==> src/hdl/acd_pkg.sv <==
// constants shared by the auxiliary command decoder files
package acd_pkg;

  // ---------------------------------------------------------------
  // host port location and byte layout
  // ---------------------------------------------------------------
  localparam logic [3:0] ACD_PORT_OFFSET = 4'hB; // byte offset from base
  localparam int ACD_SEL_MSB = 7; // control selector field
  localparam int ACD_SEL_LSB = 5;
  localparam int ACD_CMD_MSB = 4; // command / payload field
  localparam int ACD_CMD_LSB = 0;
  localparam logic [2:0] ACD_SEL_COMMAND = 3'h0; // execute, store nothing

  // ---------------------------------------------------------------
  // hidden register selector values
  // ---------------------------------------------------------------
  localparam logic [2:0] ACD_SEL_CLKDIV = 3'h1;
  localparam logic [2:0] ACD_SEL_PPR = 3'h3;
  localparam logic [2:0] ACD_SEL_AUXA = 3'h4;
  localparam logic [2:0] ACD_SEL_AUXB = 3'h5;
  localparam logic [2:0] ACD_SEL_AUXE = 3'h7;

  // ---------------------------------------------------------------
  // reset values of the hidden registers
  // ---------------------------------------------------------------
  localparam logic [4:0] ACD_AUX_RESET = 5'h00;
  localparam logic [4:0] ACD_PPR_RESET = 5'h00;
  localparam logic [3:0] ACD_CLKDIV_RESET = 4'h8;

  // ---------------------------------------------------------------
  // command table: index constants and codes
  // ---------------------------------------------------------------
  localparam int ACD_NUM_CMDS = 23;
  localparam int ACD_I_PON = 0;
  localparam int ACD_I_CHIPRST = 1;
  localparam int ACD_I_FINISH = 2;
  localparam int ACD_I_TRIGGER = 3;
  localparam int ACD_I_RTL = 4;
  localparam int ACD_I_EOI = 5;
  localparam int ACD_I_NONVALID = 6;
  localparam int ACD_I_VALID = 7;
  localparam int ACD_I_PPCLR = 8;
  localparam int ACD_I_PPSET = 9;
  localparam int ACD_I_TCA = 10;
  localparam int ACD_I_TCS = 11;
  localparam int ACD_I_TCSE = 12;
  localparam int ACD_I_STANDBY = 13;
  localparam int ACD_I_LISTEN = 14;
  localparam int ACD_I_LISTENC = 15;
  localparam int ACD_I_LUNL = 16;
  localparam int ACD_I_EXECPP = 17;
  localparam int ACD_I_IFCSET = 18;
  localparam int ACD_I_IFCCLR = 19;
  localparam int ACD_I_RENSET = 20;
  localparam int ACD_I_RENCLR = 21;
  localparam int ACD_I_DISSC = 22;

  // entry i of this table is the code for index i
  localparam logic [ACD_NUM_CMDS-1:0][4:0] ACD_CMD_CODES = {
    5'h14, 5'h17, 5'h1F, 5'h16, 5'h1E, 5'h1D, 5'h1C, 5'h1B,
    5'h13, 5'h10, 5'h1A, 5'h12, 5'h11, 5'h09, 5'h01, 5'h0F,
    5'h07, 5'h06, 5'h05, 5'h04, 5'h03, 5'h02, 5'h00
  };

  // interface function hold state
  typedef enum logic [1:0] {
    ACD_ST_HELD = 2'b01, // local power-on active, functions idle
    ACD_ST_RUN = 2'b10 // released by the immediate power-on command
  } acd_state_t;

endpackage

==> src/hdl/acd_aux_command_decoder.sv <==
// auxiliary command port: byte decode, commands and interface flags
`timescale 1ns/1ps

// Functional notes
// - write-only byte port at offset B
// - bits 7-5 selector, bits 4-0 command
// - selector zero executes the named command
// - nonzero selector executes nothing; 2 and 6 load no register
// - five hidden registers, written only here
// - codes 00,02-06 pon, reset, finish, trigger, rtl, eoi
// - 07 marks secondary invalid, 0F valid
// - 01 clears poll flag, 09 sets
// - take control: 11 async, 12 sync, 1A end
// - 13 listen, 1B continuous, 1C unlisten
// - 10 standby, 14 no sysctl, 1D poll
// - 1E/16 interface clear, 1F/17 remote enable
// - secondary capture holds acceptor until verdict
// - chip reset clears poll flag and sysctl, returns hidden regs bar poll response to reset values, holds idle
// - finish handshake releases data holdoff
module acd_aux_command_decoder (
  input wire logic clk_sys, // 50 MHz system clock
  input wire logic rst_n, // async reset, active low
  input wire logic [3:0] hostAddr, // byte offset from board base
  input wire logic [7:0] hostData, // write data byte
  input wire logic hostWrEn, // write strobe, one cycle per byte
  input wire logic sysCtrlSet, // core grants system controller
  input wire logic secCaptured, // core captured secondary or unknown
  input wire logic holdoffSeen, // core stopped handshake on holdoff
  output logic ponActive, // local power-on, functions idle
  output logic ponPulse, // immediate power-on executed while running
  output logic chipResetPulse, // chip reset executed
  output logic finishHandshake, // finish handshake pulse
  output logic triggerPulse, // trigger pulse
  output logic returnLocal, // return to local pulse
  output logic sendEoi, // send end-or-identify pulse
  output logic secValid, // secondary valid pulse
  output logic secInvalid, // secondary invalid pulse
  output logic takeCtrlAsync, // take control asynchronously
  output logic takeCtrlSync, // take control synchronously
  output logic takeCtrlSyncEnd, // take control on end
  output logic goStandby, // go to standby pulse
  output logic listenCmd, // listen pulse
  output logic listenCont, // listen continuous pulse
  output logic localUnlisten, // local unlisten pulse
  output logic execParPoll, // execute parallel poll pulse
  output logic disableSysCtrl, // disable system control pulse
  output logic parPollFlag, // parallel poll flag level
  output logic ifcAssert, // interface clear level
  output logic renAssert, // remote enable level
  output logic sysCtrlEn, // system controller bit
  output logic acceptorHold, // acceptor handshake held
  output logic handshakeHeld, // source/acceptor holdoff pending
  output logic cmdAccepted, // any listed command executed
  output logic hiddenLoad, // a nonzero-selector byte was written
  output logic [4:0] auxConfigA, // aux config register a
  output logic [4:0] auxConfigB, // aux config register b
  output logic [4:0] parPollResp, // parallel poll response
  output logic [4:0] auxConfigE, // aux config register e
  output logic [3:0] clockDividerCount // clock divider count
);

  // ---------------------------------------------------------------
  // port decode and byte split
  // ---------------------------------------------------------------
  // only writes reach this port; reads at the offset are not ours
  wire logic portHit = hostWrEn &&
    (hostAddr == acd_pkg::ACD_PORT_OFFSET);
  wire logic [2:0] controlSelector =
    hostData[acd_pkg::ACD_SEL_MSB:acd_pkg::ACD_SEL_LSB];
  wire logic [4:0] cmdField =
    hostData[acd_pkg::ACD_CMD_MSB:acd_pkg::ACD_CMD_LSB];
  wire logic isCommand =
    (controlSelector == acd_pkg::ACD_SEL_COMMAND);
  wire logic cmdStrobe = portHit && isCommand;
  wire logic loadStrobe = portHit && !isCommand;

  // ---------------------------------------------------------------
  // command decode
  // ---------------------------------------------------------------
  logic [acd_pkg::ACD_NUM_CMDS-1:0] cmdHit;
  logic cmdKnown;

  acd_cmd_decode uDecode (
    .cmdStrobe(cmdStrobe),
    .cmdCode(cmdField),
    .cmdHit(cmdHit),
    .cmdKnown(cmdKnown)
  );

  // named strobes for the commands that change local state
  wire logic hitPon = cmdHit[acd_pkg::ACD_I_PON];
  wire logic hitChipRst = cmdHit[acd_pkg::ACD_I_CHIPRST];
  wire logic hitFinish = cmdHit[acd_pkg::ACD_I_FINISH];
  wire logic hitValid = cmdHit[acd_pkg::ACD_I_VALID];
  wire logic hitNonValid = cmdHit[acd_pkg::ACD_I_NONVALID];
  wire logic hitPpClr = cmdHit[acd_pkg::ACD_I_PPCLR];
  wire logic hitPpSet = cmdHit[acd_pkg::ACD_I_PPSET];
  wire logic hitIfcSet = cmdHit[acd_pkg::ACD_I_IFCSET];
  wire logic hitIfcClr = cmdHit[acd_pkg::ACD_I_IFCCLR];
  wire logic hitRenSet = cmdHit[acd_pkg::ACD_I_RENSET];
  wire logic hitRenClr = cmdHit[acd_pkg::ACD_I_RENCLR];
  wire logic hitDisSc = cmdHit[acd_pkg::ACD_I_DISSC];
  wire logic secVerdict = hitValid || hitNonValid;

  // ---------------------------------------------------------------
  // hidden registers
  // ---------------------------------------------------------------
  acd_hidden_regs uHidden (
    .clk_sys(clk_sys),
    .rst_n(rst_n),
    .loadStrobe(loadStrobe),
    .loadSel(controlSelector),
    .loadData(cmdField),
    .chipReset(hitChipRst),
    .auxConfigA(auxConfigA),
    .auxConfigB(auxConfigB),
    .parPollResp(parPollResp),
    .auxConfigE(auxConfigE),
    .clockDividerCount(clockDividerCount)
  );

  // ---------------------------------------------------------------
  // power-on hold state machine
  // ---------------------------------------------------------------
  acd_pkg::acd_state_t stateReg;
  acd_pkg::acd_state_t stateNext;
  logic ponPulseNext;

  // pin reset and chip reset both enter the held state; the power-on
  // command releases it, and only pulses local pon when already running
  always_comb begin
    stateNext = stateReg;
    ponPulseNext = 1'b0;
    case (stateReg)
      acd_pkg::ACD_ST_HELD: begin
        if (hitPon) begin
          stateNext = acd_pkg::ACD_ST_RUN;
        end
      end
      acd_pkg::ACD_ST_RUN: begin
        if (hitChipRst) begin
          stateNext = acd_pkg::ACD_ST_HELD;
        end else if (hitPon) begin
          ponPulseNext = 1'b1;
        end
      end
      default: begin
        stateNext = acd_pkg::ACD_ST_HELD;
      end
    endcase
  end

  always_ff @(posedge clk_sys or negedge rst_n) begin
    if (!rst_n) begin
      stateReg <= acd_pkg::ACD_ST_HELD;
    end else begin
      stateReg <= stateNext;
    end
  end

  // ---------------------------------------------------------------
  // level flags
  // ---------------------------------------------------------------
  logic parPollFlagReg;
  logic parPollFlagNext;
  logic ifcReg;
  logic ifcNext;
  logic renReg;
  logic renNext;
  logic sysCtrlReg;
  logic sysCtrlNext;
  logic acceptorHoldReg;
  logic acceptorHoldNext;
  logic hsHeldReg;
  logic hsHeldNext;

  // chip reset clears poll flag and system controller bit
  assign parPollFlagNext = hitChipRst ? 1'b0 :
    hitPpSet ? 1'b1 : hitPpClr ? 1'b0 : parPollFlagReg;
  assign ifcNext = hitIfcSet ? 1'b1 :
    hitIfcClr ? 1'b0 : ifcReg;
  assign renNext = hitRenSet ? 1'b1 :
    hitRenClr ? 1'b0 : renReg;
  // a grant in the same cycle as a disable loses: disable is explicit
  assign sysCtrlNext = (hitChipRst || hitDisSc) ? 1'b0 :
    sysCtrlSet ? 1'b1 : sysCtrlReg;
  // a new capture beats a verdict arriving in the same cycle
  assign acceptorHoldNext = secCaptured ? 1'b1 :
    secVerdict ? 1'b0 : acceptorHoldReg;
  assign hsHeldNext = holdoffSeen ? 1'b1 :
    hitFinish ? 1'b0 : hsHeldReg;

  always_ff @(posedge clk_sys or negedge rst_n) begin
    if (!rst_n) begin
      parPollFlagReg <= 1'b0;
      ifcReg <= 1'b0;
      renReg <= 1'b0;
      sysCtrlReg <= 1'b0;
      acceptorHoldReg <= 1'b0;
      hsHeldReg <= 1'b0;
    end else begin
      parPollFlagReg <= parPollFlagNext;
      ifcReg <= ifcNext;
      renReg <= renNext;
      sysCtrlReg <= sysCtrlNext;
      acceptorHoldReg <= acceptorHoldNext;
      hsHeldReg <= hsHeldNext;
    end
  end

  // ---------------------------------------------------------------
  // command pulses
  // ---------------------------------------------------------------
  // registered so every pulse is exactly one cycle and glitch free;
  // costs one cycle of latency after the write edge
  logic [acd_pkg::ACD_NUM_CMDS-1:0] cmdPulseReg;
  logic ponPulseReg;
  logic cmdAcceptedReg;
  logic hiddenLoadReg;

  always_ff @(posedge clk_sys or negedge rst_n) begin
    if (!rst_n) begin
      cmdPulseReg <= '0;
      ponPulseReg <= 1'b0;
      cmdAcceptedReg <= 1'b0;
      hiddenLoadReg <= 1'b0;
    end else begin
      cmdPulseReg <= cmdHit;
      ponPulseReg <= ponPulseNext;
      cmdAcceptedReg <= cmdKnown;
      hiddenLoadReg <= loadStrobe;
    end
  end

  // ---------------------------------------------------------------
  // outputs
  // ---------------------------------------------------------------
  assign ponActive = (stateReg == acd_pkg::ACD_ST_HELD);
  assign ponPulse = ponPulseReg;
  assign chipResetPulse = cmdPulseReg[acd_pkg::ACD_I_CHIPRST];
  assign finishHandshake = cmdPulseReg[acd_pkg::ACD_I_FINISH];
  assign triggerPulse = cmdPulseReg[acd_pkg::ACD_I_TRIGGER];
  assign returnLocal = cmdPulseReg[acd_pkg::ACD_I_RTL];
  assign sendEoi = cmdPulseReg[acd_pkg::ACD_I_EOI];
  assign secValid = cmdPulseReg[acd_pkg::ACD_I_VALID];
  assign secInvalid = cmdPulseReg[acd_pkg::ACD_I_NONVALID];
  assign takeCtrlAsync = cmdPulseReg[acd_pkg::ACD_I_TCA];
  assign takeCtrlSync = cmdPulseReg[acd_pkg::ACD_I_TCS];
  assign takeCtrlSyncEnd = cmdPulseReg[acd_pkg::ACD_I_TCSE];
  assign goStandby = cmdPulseReg[acd_pkg::ACD_I_STANDBY];
  assign listenCmd = cmdPulseReg[acd_pkg::ACD_I_LISTEN];
  assign listenCont = cmdPulseReg[acd_pkg::ACD_I_LISTENC];
  assign localUnlisten = cmdPulseReg[acd_pkg::ACD_I_LUNL];
  assign execParPoll = cmdPulseReg[acd_pkg::ACD_I_EXECPP];
  assign disableSysCtrl = cmdPulseReg[acd_pkg::ACD_I_DISSC];
  assign parPollFlag = parPollFlagReg;
  assign ifcAssert = ifcReg;
  assign renAssert = renReg;
  assign sysCtrlEn = sysCtrlReg;
  assign acceptorHold = acceptorHoldReg;
  assign handshakeHeld = hsHeldReg;
  assign cmdAccepted = cmdAcceptedReg;
  assign hiddenLoad = hiddenLoadReg;

endmodule // acd_aux_command_decoder

==> src/hdl/acd_cmd_decode.sv <==
// one-hot decode of the 5-bit auxiliary command code
`timescale 1ns/1ps
module acd_cmd_decode (
  input wire logic cmdStrobe, // command write this cycle
  input wire logic [4:0] cmdCode, // command field of the byte
  output logic [acd_pkg::ACD_NUM_CMDS-1:0] cmdHit, // one bit per command
  output logic cmdKnown // code matched a table entry
);

  // ---------------------------------------------------------------
  // table compare
  // ---------------------------------------------------------------
  // one comparator per entry; unlisted codes leave every bit low
  genvar gi;
  generate
    for (gi = 0; gi < acd_pkg::ACD_NUM_CMDS; gi++) begin : gCmp
      assign cmdHit[gi] = cmdStrobe &&
        (cmdCode == acd_pkg::ACD_CMD_CODES[gi]);
    end
  endgenerate

  assign cmdKnown = |cmdHit;

endmodule // acd_cmd_decode

==> src/hdl/acd_hidden_regs.sv <==
// the five hidden registers loaded through the command port
`timescale 1ns/1ps
module acd_hidden_regs (
  input wire logic clk_sys, // system clock
  input wire logic rst_n, // async reset, active low
  input wire logic loadStrobe, // hidden register write this cycle
  input wire logic [2:0] loadSel, // control selector of the write
  input wire logic [4:0] loadData, // payload of the write
  input wire logic chipReset, // chip reset command
  output logic [4:0] auxConfigA, // aux config register a
  output logic [4:0] auxConfigB, // aux config register b
  output logic [4:0] parPollResp, // parallel poll response
  output logic [4:0] auxConfigE, // aux config register e
  output logic [3:0] clockDividerCount // clock divider count
);

  // ---------------------------------------------------------------
  // selector decode
  // ---------------------------------------------------------------
  logic [4:0] auxConfigAReg;
  logic [4:0] auxConfigBReg;
  logic [4:0] parPollRespReg;
  logic [4:0] auxConfigEReg;
  logic [3:0] clkDivReg;
  wire logic ldA = loadStrobe && (loadSel == acd_pkg::ACD_SEL_AUXA);
  wire logic ldB = loadStrobe && (loadSel == acd_pkg::ACD_SEL_AUXB);
  wire logic ldP = loadStrobe && (loadSel == acd_pkg::ACD_SEL_PPR);
  wire logic ldE = loadStrobe && (loadSel == acd_pkg::ACD_SEL_AUXE);
  wire logic ldC = loadStrobe && (loadSel == acd_pkg::ACD_SEL_CLKDIV);

  // ---------------------------------------------------------------
  // storage
  // ---------------------------------------------------------------
  // chip reset matches the pin reset except the poll response, kept
  always_ff @(posedge clk_sys or negedge rst_n) begin
    if (!rst_n) begin
      auxConfigAReg <= acd_pkg::ACD_AUX_RESET;
      auxConfigBReg <= acd_pkg::ACD_AUX_RESET;
      parPollRespReg <= acd_pkg::ACD_PPR_RESET;
      auxConfigEReg <= acd_pkg::ACD_AUX_RESET;
      clkDivReg <= acd_pkg::ACD_CLKDIV_RESET;
    end else if (chipReset) begin
      auxConfigAReg <= acd_pkg::ACD_AUX_RESET;
      auxConfigBReg <= acd_pkg::ACD_AUX_RESET;
      auxConfigEReg <= acd_pkg::ACD_AUX_RESET;
      clkDivReg <= acd_pkg::ACD_CLKDIV_RESET;
    end else begin
      if (ldA) auxConfigAReg <= loadData;
      if (ldB) auxConfigBReg <= loadData;
      if (ldP) parPollRespReg <= loadData;
      if (ldE) auxConfigEReg <= loadData;
      if (ldC) clkDivReg <= loadData[3:0]; // top payload bit unused
    end
  end

  assign auxConfigA = auxConfigAReg;
  assign auxConfigB = auxConfigBReg;
  assign parPollResp = parPollRespReg;
  assign auxConfigE = auxConfigEReg;
  assign clockDividerCount = clkDivReg;

endmodule // acd_hidden_regs

==> config.mk <==
export PLATFORM = sky130hd
export DESIGN_NAME = acd_aux_command_decoder
export DESIGN_NICKNAME = d
export VERILOG_FILES = /design/src/hdl/acd_pkg.sv /design/src/hdl/acd_aux_command_decoder.sv /design/src/hdl/acd_cmd_decode.sv /design/src/hdl/acd_hidden_regs.sv
export SDC_FILE = /design/constraint.sdc
export NUM_CORES = 1
export LEC_CHECK = 0
export BUFFER_PORTS_ARGS = -buffer_cell sky130_fd_sc_hd__buf_2
export CORE_ASPECT_RATIO = 0.6
export CORE_MARGIN = 2
export CORE_UTILIZATION = 40
export CTS_CLUSTER_DIAMETER = 200
export CTS_CLUSTER_SIZE = 12
export DETAILED_ROUTE_END_ITERATION = 7
export GPL_TIMING_DRIVEN = 1
export PLACE_DENSITY = 0.65
export RECOVER_POWER = 25
export SYNTH_ARGS = -nofsm -noshare
export SYNTH_HDL_FRONTEND = slang
export SYNTH_HIERARCHICAL = 1
export SYNTH_SLANG_ARGS = --single-unit
==> constraint.sdc <==
create_clock -name clk_sys -period 2.3 [get_ports clk_sys]
set_input_delay 0.46 -clock clk_sys [delete_from_list [all_inputs] [get_ports clk_sys]]
set_output_delay 0.46 -clock clk_sys [all_outputs]
set_load 0.02 [all_outputs]
Word-level counts from Yosys, hierarchy flattened
Index checks and enable logic that the tools add are counted.
{"block": "op_classes", "n_addsub": 0, "n_mul": 0, "n_div": 0, "n_lt_le_gt_ge": 0, "eq_ne": 32, "shifts": 0, "muxes": 27, "bitwise": 1, "reduce_logical": 49}
{"op": "$eq A5 B5 Y1 const B", "n": 13}
{"op": "$logic_and A1 B1 Y1", "n": 31}
{"op": "$mux W5", "n": 6}
{"op": "$reduce_or A23 Y1", "n": 1}
{"op": "$eq A5 B3 Y1 const B", "n": 4}
{"op": "$reduce_bool A2 Y1", "n": 9}
{"op": "$mux W1", "n": 16}
{"op": "$eq A5 B2 Y1 const B", "n": 2}
{"op": "$eq A5 B4 Y1 const B", "n": 2}
{"op": "$eq A3 B3 Y1 const B", "n": 3}
{"op": "$mux W4", "n": 2}
{"op": "$eq A5 B1 Y1 const B", "n": 1}
{"op": "$logic_not A5 Y1", "n": 1}
{"op": "$eq A4 B4 Y1 const B", "n": 1}
{"op": "$mux W2", "n": 2}
{"op": "$pmux W2 S2", "n": 1}
{"op": "$reduce_and A2 Y1", "n": 2}
{"op": "$eq A3 B1 Y1 const B", "n": 1}
{"op": "$eq A3 B2 Y1 const B", "n": 1}
{"op": "$logic_not A3 Y1", "n": 1}
{"op": "$reduce_bool A3 Y1", "n": 1}
{"op": "$eq A2 B1 Y1 const B", "n": 1}
{"op": "$eq A2 B2 Y1 const B", "n": 1}
{"op": "$logic_or A1 B1 Y1", "n": 2}
{"op": "other kinds (4)", "n": 4}
{"block": "word_totals", "regBits": 58, "latch_bits": 0, "mem_bits_rw": 0, "mem_bits_ro": 0, "in_bits": 18, "word_cells": 125, "n_memories": 0}

Longest topological paths before layout
Gate-level depths: netlist (run 1).
{"block": "depth", "word_depth": 7, "depth_mapped": 8, "depth_no_buf": 7}

Cells and area by module
The synthesis (run 1) kept the hierarchy.
{"module": "acd_hidden_regs", "instances": 1, "cells_each": 77, "area_per_inst_um2": 999.7, "seq_area_each_um2": 601.8}
{"module": "acd_aux_command_decoder", "instances": 1, "cells_each": 50, "area_per_inst_um2": 858.3, "seq_area_each_um2": 676.9}
{"module": "acd_cmd_decode", "instances": 1, "cells_each": 49, "area_per_inst_um2": 264.0, "seq_area_each_um2": 0.0}

Worst setup path before layout (run 1)
No wires, ideal clock.
{"block": "synth_timing", "kind": "input to register", "startpoint": "input port hostData[6]", "endpoint": "register uHidden.auxConfigAReg[0] (netlist: uHidden/auxConfigA[0])", "setup_ps": 132, "arrival_time_ps": 2140, "required_ps": 2168, "setup_slack_ps": 28, "stages": 8, "cell_sequence": "nor3_2 nor3b_2 nor2b_1 nand2_1 nor2_1 buf_2 clkbuf_1 nor2_1"}
{"block": "synth_via", "word_cells_on_any_way": 9, "cone_classes": "1 x eq/ne; 1 x mux; 7 x reduce/logical"}
{"item": "start: declaration", "line": "acd_aux_command_decoder.sv:24", "rtl": "input wire logic [7:0] hostData,"}
{"item": "$logic_not A3 Y1 (*)", "line": "acd_aux_command_decoder.sv:73", "rtl": "(controlSelector == acd_pkg::ACD_SEL_COMMAND);"}
{"item": "$logic_and A1 B1 Y1 (*)", "line": "acd_aux_command_decoder.sv:74", "rtl": "wire logic cmdStrobe = portHit && isCommand;"}
{"item": "named net cmdStrobe", "line": "acd_aux_command_decoder.sv:74"}
{"item": "$logic_and A1 B1 Y1 (*)", "line": "acd_cmd_decode.sv:17", "rtl": "assign cmdHit[gi] = cmdStrobe &&"}
{"item": "named net cmdHit (one bit)", "line": "acd_aux_command_decoder.sv:80", "rtl": "logic [acd_pkg::ACD_NUM_CMDS-1:0] cmdHit;"}
{"item": "$mux W5 or $reduce_bool A2 Y1 (tied branches)"}
{"item": "end signal: assignment", "line": "acd_hidden_regs.sv:37", "rtl": "auxConfigAReg <= acd_pkg::ACD_AUX_RESET;"}
{"item": "end signal: assignment", "line": "acd_hidden_regs.sv:43", "rtl": "auxConfigAReg <= acd_pkg::ACD_AUX_RESET;"}
{"item": "end signal: assignment", "line": "acd_hidden_regs.sv:48", "rtl": "if (ldA) auxConfigAReg <= loadData;"}
{"item": "end: declaration", "line": "acd_hidden_regs.sv:20", "rtl": "logic [4:0] auxConfigAReg;"}
The timed path passes the listed nets; every way through them passes the cells marked *.
A chain may end at the register's enable or synchronous reset.

Worst setup path in the final report (run 1)
{"block": "layout_timing", "startpoint": "input port hostData[6]", "endpoint": "register uHidden.parPollRespReg[4] (netlist: uHidden/parPollResp[4])"}
{"block": "layout_via", "elab_chain_cells": 5, "word_cells_on_any_way": 9, "cone_classes": "1 x eq/ne; 1 x bitwise; 7 x reduce/logical"}
{"item": "$logic_not A3 Y1", "line": "acd_aux_command_decoder.sv:73"}
{"item": "$logic_and A1 B1 Y1", "line": "acd_aux_command_decoder.sv:74"}
{"item": "named net cmdStrobe", "line": "acd_aux_command_decoder.sv:74"}
{"item": "$logic_and A1 B1 Y1", "line": "acd_cmd_decode.sv:17"}
{"item": "named net cmdHit (one bit)", "line": "acd_aux_command_decoder.sv:80"}
{"item": "$not A1 Y1 (no source line)"}
{"item": "$reduce_and A2 Y1 (no source line)"}
{"item": "end signal: assignment", "line": "acd_hidden_regs.sv:39", "rtl": "parPollRespReg <= acd_pkg::ACD_PPR_RESET;"}
{"item": "end signal: assignment", "line": "acd_hidden_regs.sv:50", "rtl": "if (ldP) parPollRespReg <= loadData;"}
{"item": "end: declaration", "line": "acd_hidden_regs.sv:22", "rtl": "logic [4:0] parPollRespReg;"}
The timed path passes the listed nets, and every way through them passes these cells.

==> results of run 1 <==
## synth_stat cells, drive strengths merged, types with 2 or more instances
master	n
mux2	5
a21oi	3
nor2b	4
and4bb	2
buf	7
nor3	3
nor2	39
nand4b	3
nor3b	3
nand2b	7
mux2i	18
dfstp	2
dfrtp	49
nand2	4
inv	5
nand3	3
a21o	4
nor4	5
nand4	2
## power breakdown
part	internal, W	switching, W
clock network	0.000243	0.000276
logic	0.0000669	0.000126
registers	0.000930	0.0000162
## metal layers
| metal | GRT usage | vias up | routed length [um] |
|---|---|---|---|
| li1 | - | 746 | - |
| met1 | 0.251 | 760 | 2390 |
| met2 | 0.247 | 55 | 1960 |
| met3 | 0.0541 | 4 | 330 |
| met4 | 0.0298 | 0 | 20 |
| met5 | 0 | - | 0 |
## stage by stage
stage	worst slack [ns]	hold WS (ns)
CTS	0.403	0.116
detailed placement	0.0919	0.439
global placement	0.133	0.432
global route	0.175	0.345
finish	0.391	0.312
floorplan	0.0284	0.164
## worst register-to-register path, stage by stage (launching register included)
cell	delay [ns]
sky130_fd_sc_hd__dfstp_2	0.57
sky130_fd_sc_hd__nor2b_4	0.17
sky130_fd_sc_hd__o2bb2ai_1	0.12
## area by class of cell
type,instances,area (um2),share of cell area
clock buffer,7,86.3,0.0325
clock inverter,1,5.00,0.00188
inverter,5,18.8,0.00706
multi-input combinational,112,776,0.292
sequential,51,1280,0.481
tap,66,82.6,0.0311
timing repair buffer,76,412,0.155
## cells by family after synthesis
kind of cell,synth area share
AND/OR/NAND/NOR,0.216
flip-flops,0.603
multiplexers,0.111
buffers and inverters,0.0318
AO/OA/AOI/OAI,0.0377
## state kept, by name, indices dropped and copies added, names as in the netlist, 2 cells and up
signal	flops
cmdPulseReg	16
stateReg	2
uHidden/auxConfigA	5
uHidden/auxConfigB	5
uHidden/auxConfigE	5
uHidden/clockDividerCount	4
uHidden/parPollResp	5
## worst max-delay path by stage
| stage | start | slack [ns] | depth (start not counted) | end |
|---|---|---|---|---|
| detailed placement | hostData[6] | 0.09 | 8 | uHidden/parPollResp[2] |
| finish | hostData[6] | 0.39 | 8 | uHidden/parPollResp[4] |
| global route | hostData[6] | 0.17 | 9 | stateReg[0] |
| CTS | hostData[6] | 0.40 | 8 | uHidden/parPollResp[4] |
| floorplan | hostData[6] | 0.03 | 8 | uHidden/auxConfigA[0] |
| global placement | hostData[6] | 0.13 | 8 | uHidden/parPollResp[4] |
## cell usage in the layout, fill, tap and decap left out, types with 3 or more instances in the layout
| cell type | netlist | routed |
|---|---|---|
| sky130_fd_sc_hd__nor2_1 | 38 | 38 |
| sky130_fd_sc_hd__clkbuf_8 | 0 | 6 |
| sky130_fd_sc_hd__a21oi_1 | 3 | 3 |
| sky130_fd_sc_hd__nand3_1 | 3 | 3 |
| sky130_fd_sc_hd__buf_4 | 4 | 7 |
| sky130_fd_sc_hd__a21o_1 | 4 | 4 |
| sky130_fd_sc_hd__mux2_2 | 5 | 5 |
| sky130_fd_sc_hd__nor4_1 | 3 | 3 |
| sky130_fd_sc_hd__buf_2 | 3 | 66 |
| sky130_fd_sc_hd__inv_1 | 5 | 5 |
| sky130_fd_sc_hd__mux2i_1 | 18 | 18 |
| sky130_fd_sc_hd__nand2b_1 | 6 | 6 |
| sky130_fd_sc_hd__nor2b_1 | 3 | 3 |
| sky130_fd_sc_hd__nand2_1 | 4 | 4 |
| sky130_fd_sc_hd__dfrtp_1 | 49 | 49 |
==> summary.txt, run 1 <==
Finish
  – End-of-flow core utilization: 0.523
  – Filler cells: 469
  – Post-route cell area: between 2000 and 3000 um2
  – Total number of nets in the final design: roughly 270
  – Number of cells in the finished layout apart from fillers: 318
  – Number of antenna diodes: 0
  – Fraction of layout cells with a size suffix above 1: 0.397
  – Area growth, synth to finish: 25.3%

Pwr
  – Power density relative to cell area: about 620 nW/um2
  – Lkg Pwr: 1.46 nW
  – Final Total Pwr: around 0.0017 W
  – Maximum vdd ir drop: just under 0.3 mV

Run status
  – Result of the run: complete, no violations

Route
  – Per-cell via count in the routed design: between 4 and 5
  – Final routed wirelength across all metal layers: roughly 4.7 mm
  – Post-detailed-route wirelength per cell: around 15 um
  – Total DRC errors in the routed layout: 0
  – Number of routed nets with antenna violations: 0
  – Starting DRT DRC Count: 98
  – Iteration count of the initial detailed-routing pass: 4
  – Routed via count: approximately 1600

STA
  – Clock Skews: about 0.000036 ns
  – Final Critical Period: ~1.9 ns
  – Final number of setup-violating endpoints: 0
  – Slew Limit Headroom: 0.311
  – Final Hold Fails: 0
  – Max frequency: ~520 MHz
  – Setup TNS: 0 ns
  – Slew @ Worst Pin: roughly 1.0 ns
  – Setup repair after global routing missed its margin: no
  – Pins over their slew limit: 0
  – Final Cycle Share: 0.830

Synth
  – Mapped cell area: 2120 um2
  – Leading cell types by total area after synthesis: sky130_fd_sc_hd__dfrtp_1, sky130_fd_sc_hd__mux2i_1, sky130_fd_sc_hd__nor2_1, sky130_fd_sc_hd__mux2_2, sky130_fd_sc_hd__dfstp_2
  – Mean area per synthesized cell: approximately 12 um2
  – Leading area contributor after synthesis: sky130_fd_sc_hd__dfrtp_1
  – Post-synthesis sequential area ratio: 0.603
  – Fraction of registers with async set/reset: 1.00
  – Synth unique cells: 36
  – Yosys top cell area share: 0.578
  – Top FF cell, synth: sky130_fd_sc_hd__dfrtp_1
  – Synthesized flop and latch total: 51
  – Synth warnings: 6
  – Gate count after technology mapping: around 180
  – Number of nets produced by synthesis: roughly 190
  – EDFF count, synth: 0

Critical path
  – Worst-path cell chain: buf_2 > nor3_2 > nor3b_2 > nor2b_1 > nand2_1 > nor2_1 > nor2_2 > mux2_2
  – Worst Setup Start Kind: input pin
  – CP Buf/Inv Count: 1
  – Critical R2R Launch: stateReg[0]
  – Critical-path maximum fanout: 6
  – Category of the critical setup timing path: input pin to flop
  – Required time at the endpoint of the critical path: 2.48 ns
  – End of the worst register-to-register path: stateReg[1]
  – Depth of the worst register-to-register path: 2
  – Highest-delay cell along the critical path: sky130_fd_sc_hd__nor2_1
  – Critical Path Max Stage Delay: 0.33 ns
  – Cell class contributing the biggest share of worst-path delay: simple AND/OR/NAND/NOR gates
  – Capturing element type of the critical path: flop
  – Crit path arrival time: approximately 2.1 ns
  – FF-to-FF setup slack: approximately 1.4 ns

Placed design
  – Weighted congestion reported at the end of routability-driven placement: 0.765
  – Detailed placement HPWL: 3.48 mm
  – Post-placement cell area: 2580 um2
  – Placed cells: slightly above 300
  – Buffers added on ports: 67

Clocking
  – Sink Count: 51
  – Setup Buffers After CTS: 0
  – Clock Latency Late Sink: slightly below 0.3 ns
  – TritonCTS clock tree: yes
  – Number of levels in the clock H-tree: 2
  – Number of gates given a new drive strength after cts: 0
  – CTS Root Buffer Type: sky130_fd_sc_hd__clkbuf_8
  – TritonCTS Buffers: 5
  – CTS clk-pin slew, worst paths: around 0.090 ns
  – Count of hold buffers inserted by post-cts repair: 0
  – Number of buffers on the longest clock path: 2

Floorplanning
  – Floorplan die width: 98.0 um
  – Die Span Y: approximately 60 um
  – Initial standard-cell utilization of the core: 0.418
  – Area of the placeable core: a little over 5000 um2
  – Floorplan die area: roughly 5900 um2
  – Row count: 20
  – Ports placed on the boundary: 68

GRT
  – Via count of the first global-routing pass: about 1600
  – Initial antenna violation count: 0
  – Remaining global-route overflow: 0
  – Maximum number of pins on one net before global-route repair: 33
  – First-pass GRT wire length: about 7.7 mm
  – Combined global-route utilization of all metal layers: 0.168

Min path
  – Hold/Removal Path Class: input pin to asynchronous set/reset pin

Job
  – Max-Cap Viols: 0
Note: power is estimated with default switching activity, not from simulation.
==> run 2, diff against run 1 <==
ABC_AREA = 1   (was unset)
PLACE_DENSITY = 0.67   (was 0.65)
clock period = 1.74 ns   (was 2.3 ns; I/O delays follow)
==> run 2 against run 1 <==
Compared with the run above: clock power up 42%; via count up 28%; core utilization down 0.85 points; flip-flop and latch count unchanged; critical path depth down 5; critical endpoint is now ponActive.
==> summary.txt, run 2 <==
Synth
  – Mapped cell area: 2250 um2 (+6.1%)
  – Leading cell types by total area after synthesis: sky130_fd_sc_hd__dfrtp_1, sky130_fd_sc_hd__nand2_1, sky130_fd_sc_hd__inv_1, sky130_fd_sc_hd__nor2_1, sky130_fd_sc_hd__nand3_1
  – Top FF cell, synth: sky130_fd_sc_hd__dfrtp_1
  – Synth warnings: 6 (unchanged)
  – Fraction of registers with async set/reset: 1.00 (unchanged)
  – Mean area per synthesized cell: 8.19 um2 (-32%)
  – Synth unique cells: 20 (-44%)
  – Most frequently used cell type in the post-synthesis netlist: sky130_fd_sc_hd__nand2_1
  – EDFF count, synth: 0 (unchanged)
  – Gate count after technology mapping: 275 (+56%)
  – Yosys top cell area share: 0.545 (-0.0331)
  – Synthesized flop and latch total: 51 (unchanged)
  – Number of nets produced by synthesis: 293 (+51%)
  – Post-synthesis sequential area ratio: 0.568 (-0.0345)
  – Top post-synthesis cells by count: sky130_fd_sc_hd__nand2_1, sky130_fd_sc_hd__dfrtp_1, sky130_fd_sc_hd__inv_1
  – Leading area contributor after synthesis: sky130_fd_sc_hd__dfrtp_1

GRT
  – First-pass GRT wire length: 9.10 mm (+19%)
  – Maximum number of pins on one net before global-route repair: 52 (+58%)
  – Combined global-route utilization of all metal layers: 0.189 (+0.0208)
  – Remaining global-route overflow: 0 (unchanged)
  – Initial antenna violation count: 0 (unchanged)
  – Via count of the first global-routing pass: 1822 (+17%)

Clocking
  – Setup Buffers After CTS: 0 (unchanged)
  – Sink Count: 51 (unchanged)
  – TritonCTS clock tree: yes
  – Number of buffers on the longest clock path: 2 (unchanged)
  – CTS clk-pin slew, worst paths: 0.08 ns (about the same)
  – CTS Root Buffer Type: sky130_fd_sc_hd__clkbuf_8
  – Number of gates given a new drive strength after cts: 0 (unchanged)
  – Count of hold buffers inserted by post-cts repair: 0 (unchanged)
  – Number of levels in the clock H-tree: 2 (unchanged)
  – TritonCTS Buffers: 5 (unchanged)
  – Clock Latency Late Sink: 0.30 ns (about the same)

Floorplanning
  – Die Span Y: 62.1 um (+2.8%)
  – Row count: 21 (+5.0%)
  – Ports placed on the boundary: 68 (unchanged)
  – Initial standard-cell utilization of the core: 0.410 (-0.00785)
  – Floorplan die width: 101 um (+2.9%)
  – Area of the placeable core: 5490 um2 (+8.1%)
  – Floorplan die area: 6260 um2 (+5.7%)

Min path
  – Min-Delay Path Depth: 2
  – Hold/Removal Path Class: input pin to flop

Critical path
  – Depth of the worst register-to-register path: 3 (+1)
  – Category of the critical setup timing path: flop to output pin
  – Highest-delay cell along the critical path: sky130_fd_sc_hd__dfstp_2
  – Critical-path maximum fanout: 2 (-4)
  – Worst-path cell chain: inv_2 > nor2_4 > buf_2
  – Worst Setup Start Kind: flop
  – Capturing element type of the critical path: output pin
  – Required time at the endpoint of the critical path: 1.39 ns (-1.09 ns)
  – Crit path arrival time: 1.11 ns (-0.98 ns)
  – Critical Path Max Stage Delay: 0.53 ns (+0.20 ns)

Finish
  – Most frequent cells in the layout: sky130_fd_sc_hd__nand2_1, sky130_fd_sc_hd__buf_2, sky130_fd_sc_hd__dfrtp_1, sky130_fd_sc_hd__inv_1, sky130_fd_sc_hd__nor2_1
  – Total number of nets in the final design: 373 (+39%)
  – Fraction of layout cells with a size suffix above 1: 0.295 (-0.102)
  – Largest register FFs: 16 (unchanged)
  – Register name with the most flops: cmdPulseReg
  – Number of antenna diodes: 0 (unchanged)
  – Filler cells: 540 (+15%)
  – Leading cell type in the layout, fill and taps excluded: sky130_fd_sc_hd__nand2_1
  – Number of cells in the finished layout apart from fillers: 425 (+34%)
  – Area growth, synth to finish: 25.6%

Route
  – Iteration count of the initial detailed-routing pass: 5 (+1)
  – Final routed wirelength across all metal layers: 5.48 mm (+16%)
  – Total DRC errors in the routed layout: 0 (unchanged)
  – Routed via count: 2007 (+28%)
  – Number of routed nets with antenna violations: 0 (unchanged)
  – Post-detailed-route wirelength per cell: 12.9 um (-13%)
  – Per-cell via count in the routed design: 4.72 (-4.0%)
  – Starting DRT DRC Count: 143 (+46%)

STA
  – Final Cycle Share: 0.838
  – Max frequency: 686 MHz
  – Setup repair after global routing missed its margin: no
  – Final Critical Period: 1.46 ns
  – Slew Limit Headroom: 0.167 (-0.144)
  – Pins over their slew limit: 0 (unchanged)
  – Final number of setup-violating endpoints: 0 (unchanged)
  – Setup TNS: 0 ns (unchanged)
  – Final Hold Fails: 0 (unchanged)
  – Slew @ Worst Pin: 1.25 ns (+0.216 ns)
  – Clock Skews: 0.0000411 ns (+0.00000558 ns)

Placed design
  – Buffers added on ports: 67 (unchanged)
  – Weighted congestion reported at the end of routability-driven placement: 0.886 (+16%)
  – Placed cells: 417 (+35%)
  – Detailed placement HPWL: 4.16 mm (+19%)

Run status
  – Result of the run: complete, no violations

Pwr
  – Maximum vdd ir drop: 0.346 mV (+19%)
  – Power density relative to cell area: 796 nW/um2 (+28%)
  – Lkg Pwr: 1.78 nW (+22%)

Job
  – Max-Cap Viols: 0 (unchanged)
[run 2: cell count changes in the layout (fill, tap and decap cells not counted), moves of 5 or more]
cell / previous run / this run
sky130_fd_sc_hd__inv_1: 5 / 43
sky130_fd_sc_hd__mux2_2: 5 / 0
sky130_fd_sc_hd__mux2i_1: 18 / 0
sky130_fd_sc_hd__nand2_1: 4 / 75
sky130_fd_sc_hd__nand2_2: 0 / 8
sky130_fd_sc_hd__nand2b_1: 6 / 0
sky130_fd_sc_hd__nand3_1: 3 / 27
sky130_fd_sc_hd__o21ai_1: 0 / 5
[run 2: worst paths after layout]
check / start / to / slack (ns)
setup reg to reg: stateReg[0] / stateReg[1] / 0.86
hold / removal: secCaptured / acceptorHold / 0.23
max in group asynchronous: rst_n / cmdPulseReg[14] / 0.61
setup / recovery: stateReg[0] / ponActive / 0.28
min in group asynchronous: rst_n / uHidden/clockDividerCount[0] / 0.38
hold reg to reg: uHidden/auxConfigE[4] / uHidden/auxConfigE[4] / 0.47
[run 2: cell type report]
cell class	instances	area (um2)	share of cell area
clock buffers	8	100	0.0354
inverters	49	186	0.0659
multi-input cells	173	771	0.273
flip-flops and latches	51	1280	0.452
well taps	69	86.3	0.0305
repair buffers	75	405	0.143
[run 2: kinds of logic after synthesis]
group / Yosys count / share of synthesized area
AND/OR/NAND/NOR: 160 / 0.309
flip-flops: 51 / 0.568
buffers and inverters: 51 / 0.0895
AO/OA/AOI/OAI: 13 / 0.0333
[run 2: power breakdown]
part	switching (W)	internal, W	leakage (nW)	total [W]
registers	0.0000232	0.00123	0.672	0.00125
clock network	0.000375	0.000363	0.0515	0.000739
logic	0.000177	0.0000834	1.06	0.000261
[run 2: stage by stage]
step / setup slack, ns / hold WS, ns / total power, W / util / area, um2
4_1_cts: 0.261 / 0.0208 / 0.00229 / 0.518 / 2840
6_report: 0.281 / 0.226 / 0.00225 / 0.515 / 2830
3_5_place_dp: 0.0131 / 0.361 / 0.00154 / 0.499 / 2740
3_3_place_gp: 0.0402 / 0.356 / 0.00154 / 0.499 / 2740
5_1_grt: 0.207 / 0.229 / 0.00238 / 0.515 / 2830
2_1_floorplan: 0.130 / 0.0524 / 0.00141 / - / 2250
[run 2: critical path: cells and delay by family, from the launching register on]
| kind | cells | cell delay, ns |
|---|---|---|
| DFF | 1 | 0.53 |
| and+or+nand+nor | 1 | 0.07 |
| buffers and inverters | 2 | 0.20 |
[run 2: per-layer routing]
metal  wire length [um]  share of wire  up-vias  track usage
li1                   -              -      990            -
met1               2870           0.52      937        0.301
met2               2130           0.39       71        0.243
met3                416          0.076        9       0.0608
met4                 61          0.011        0       0.0514
met5                  0              0        -            0
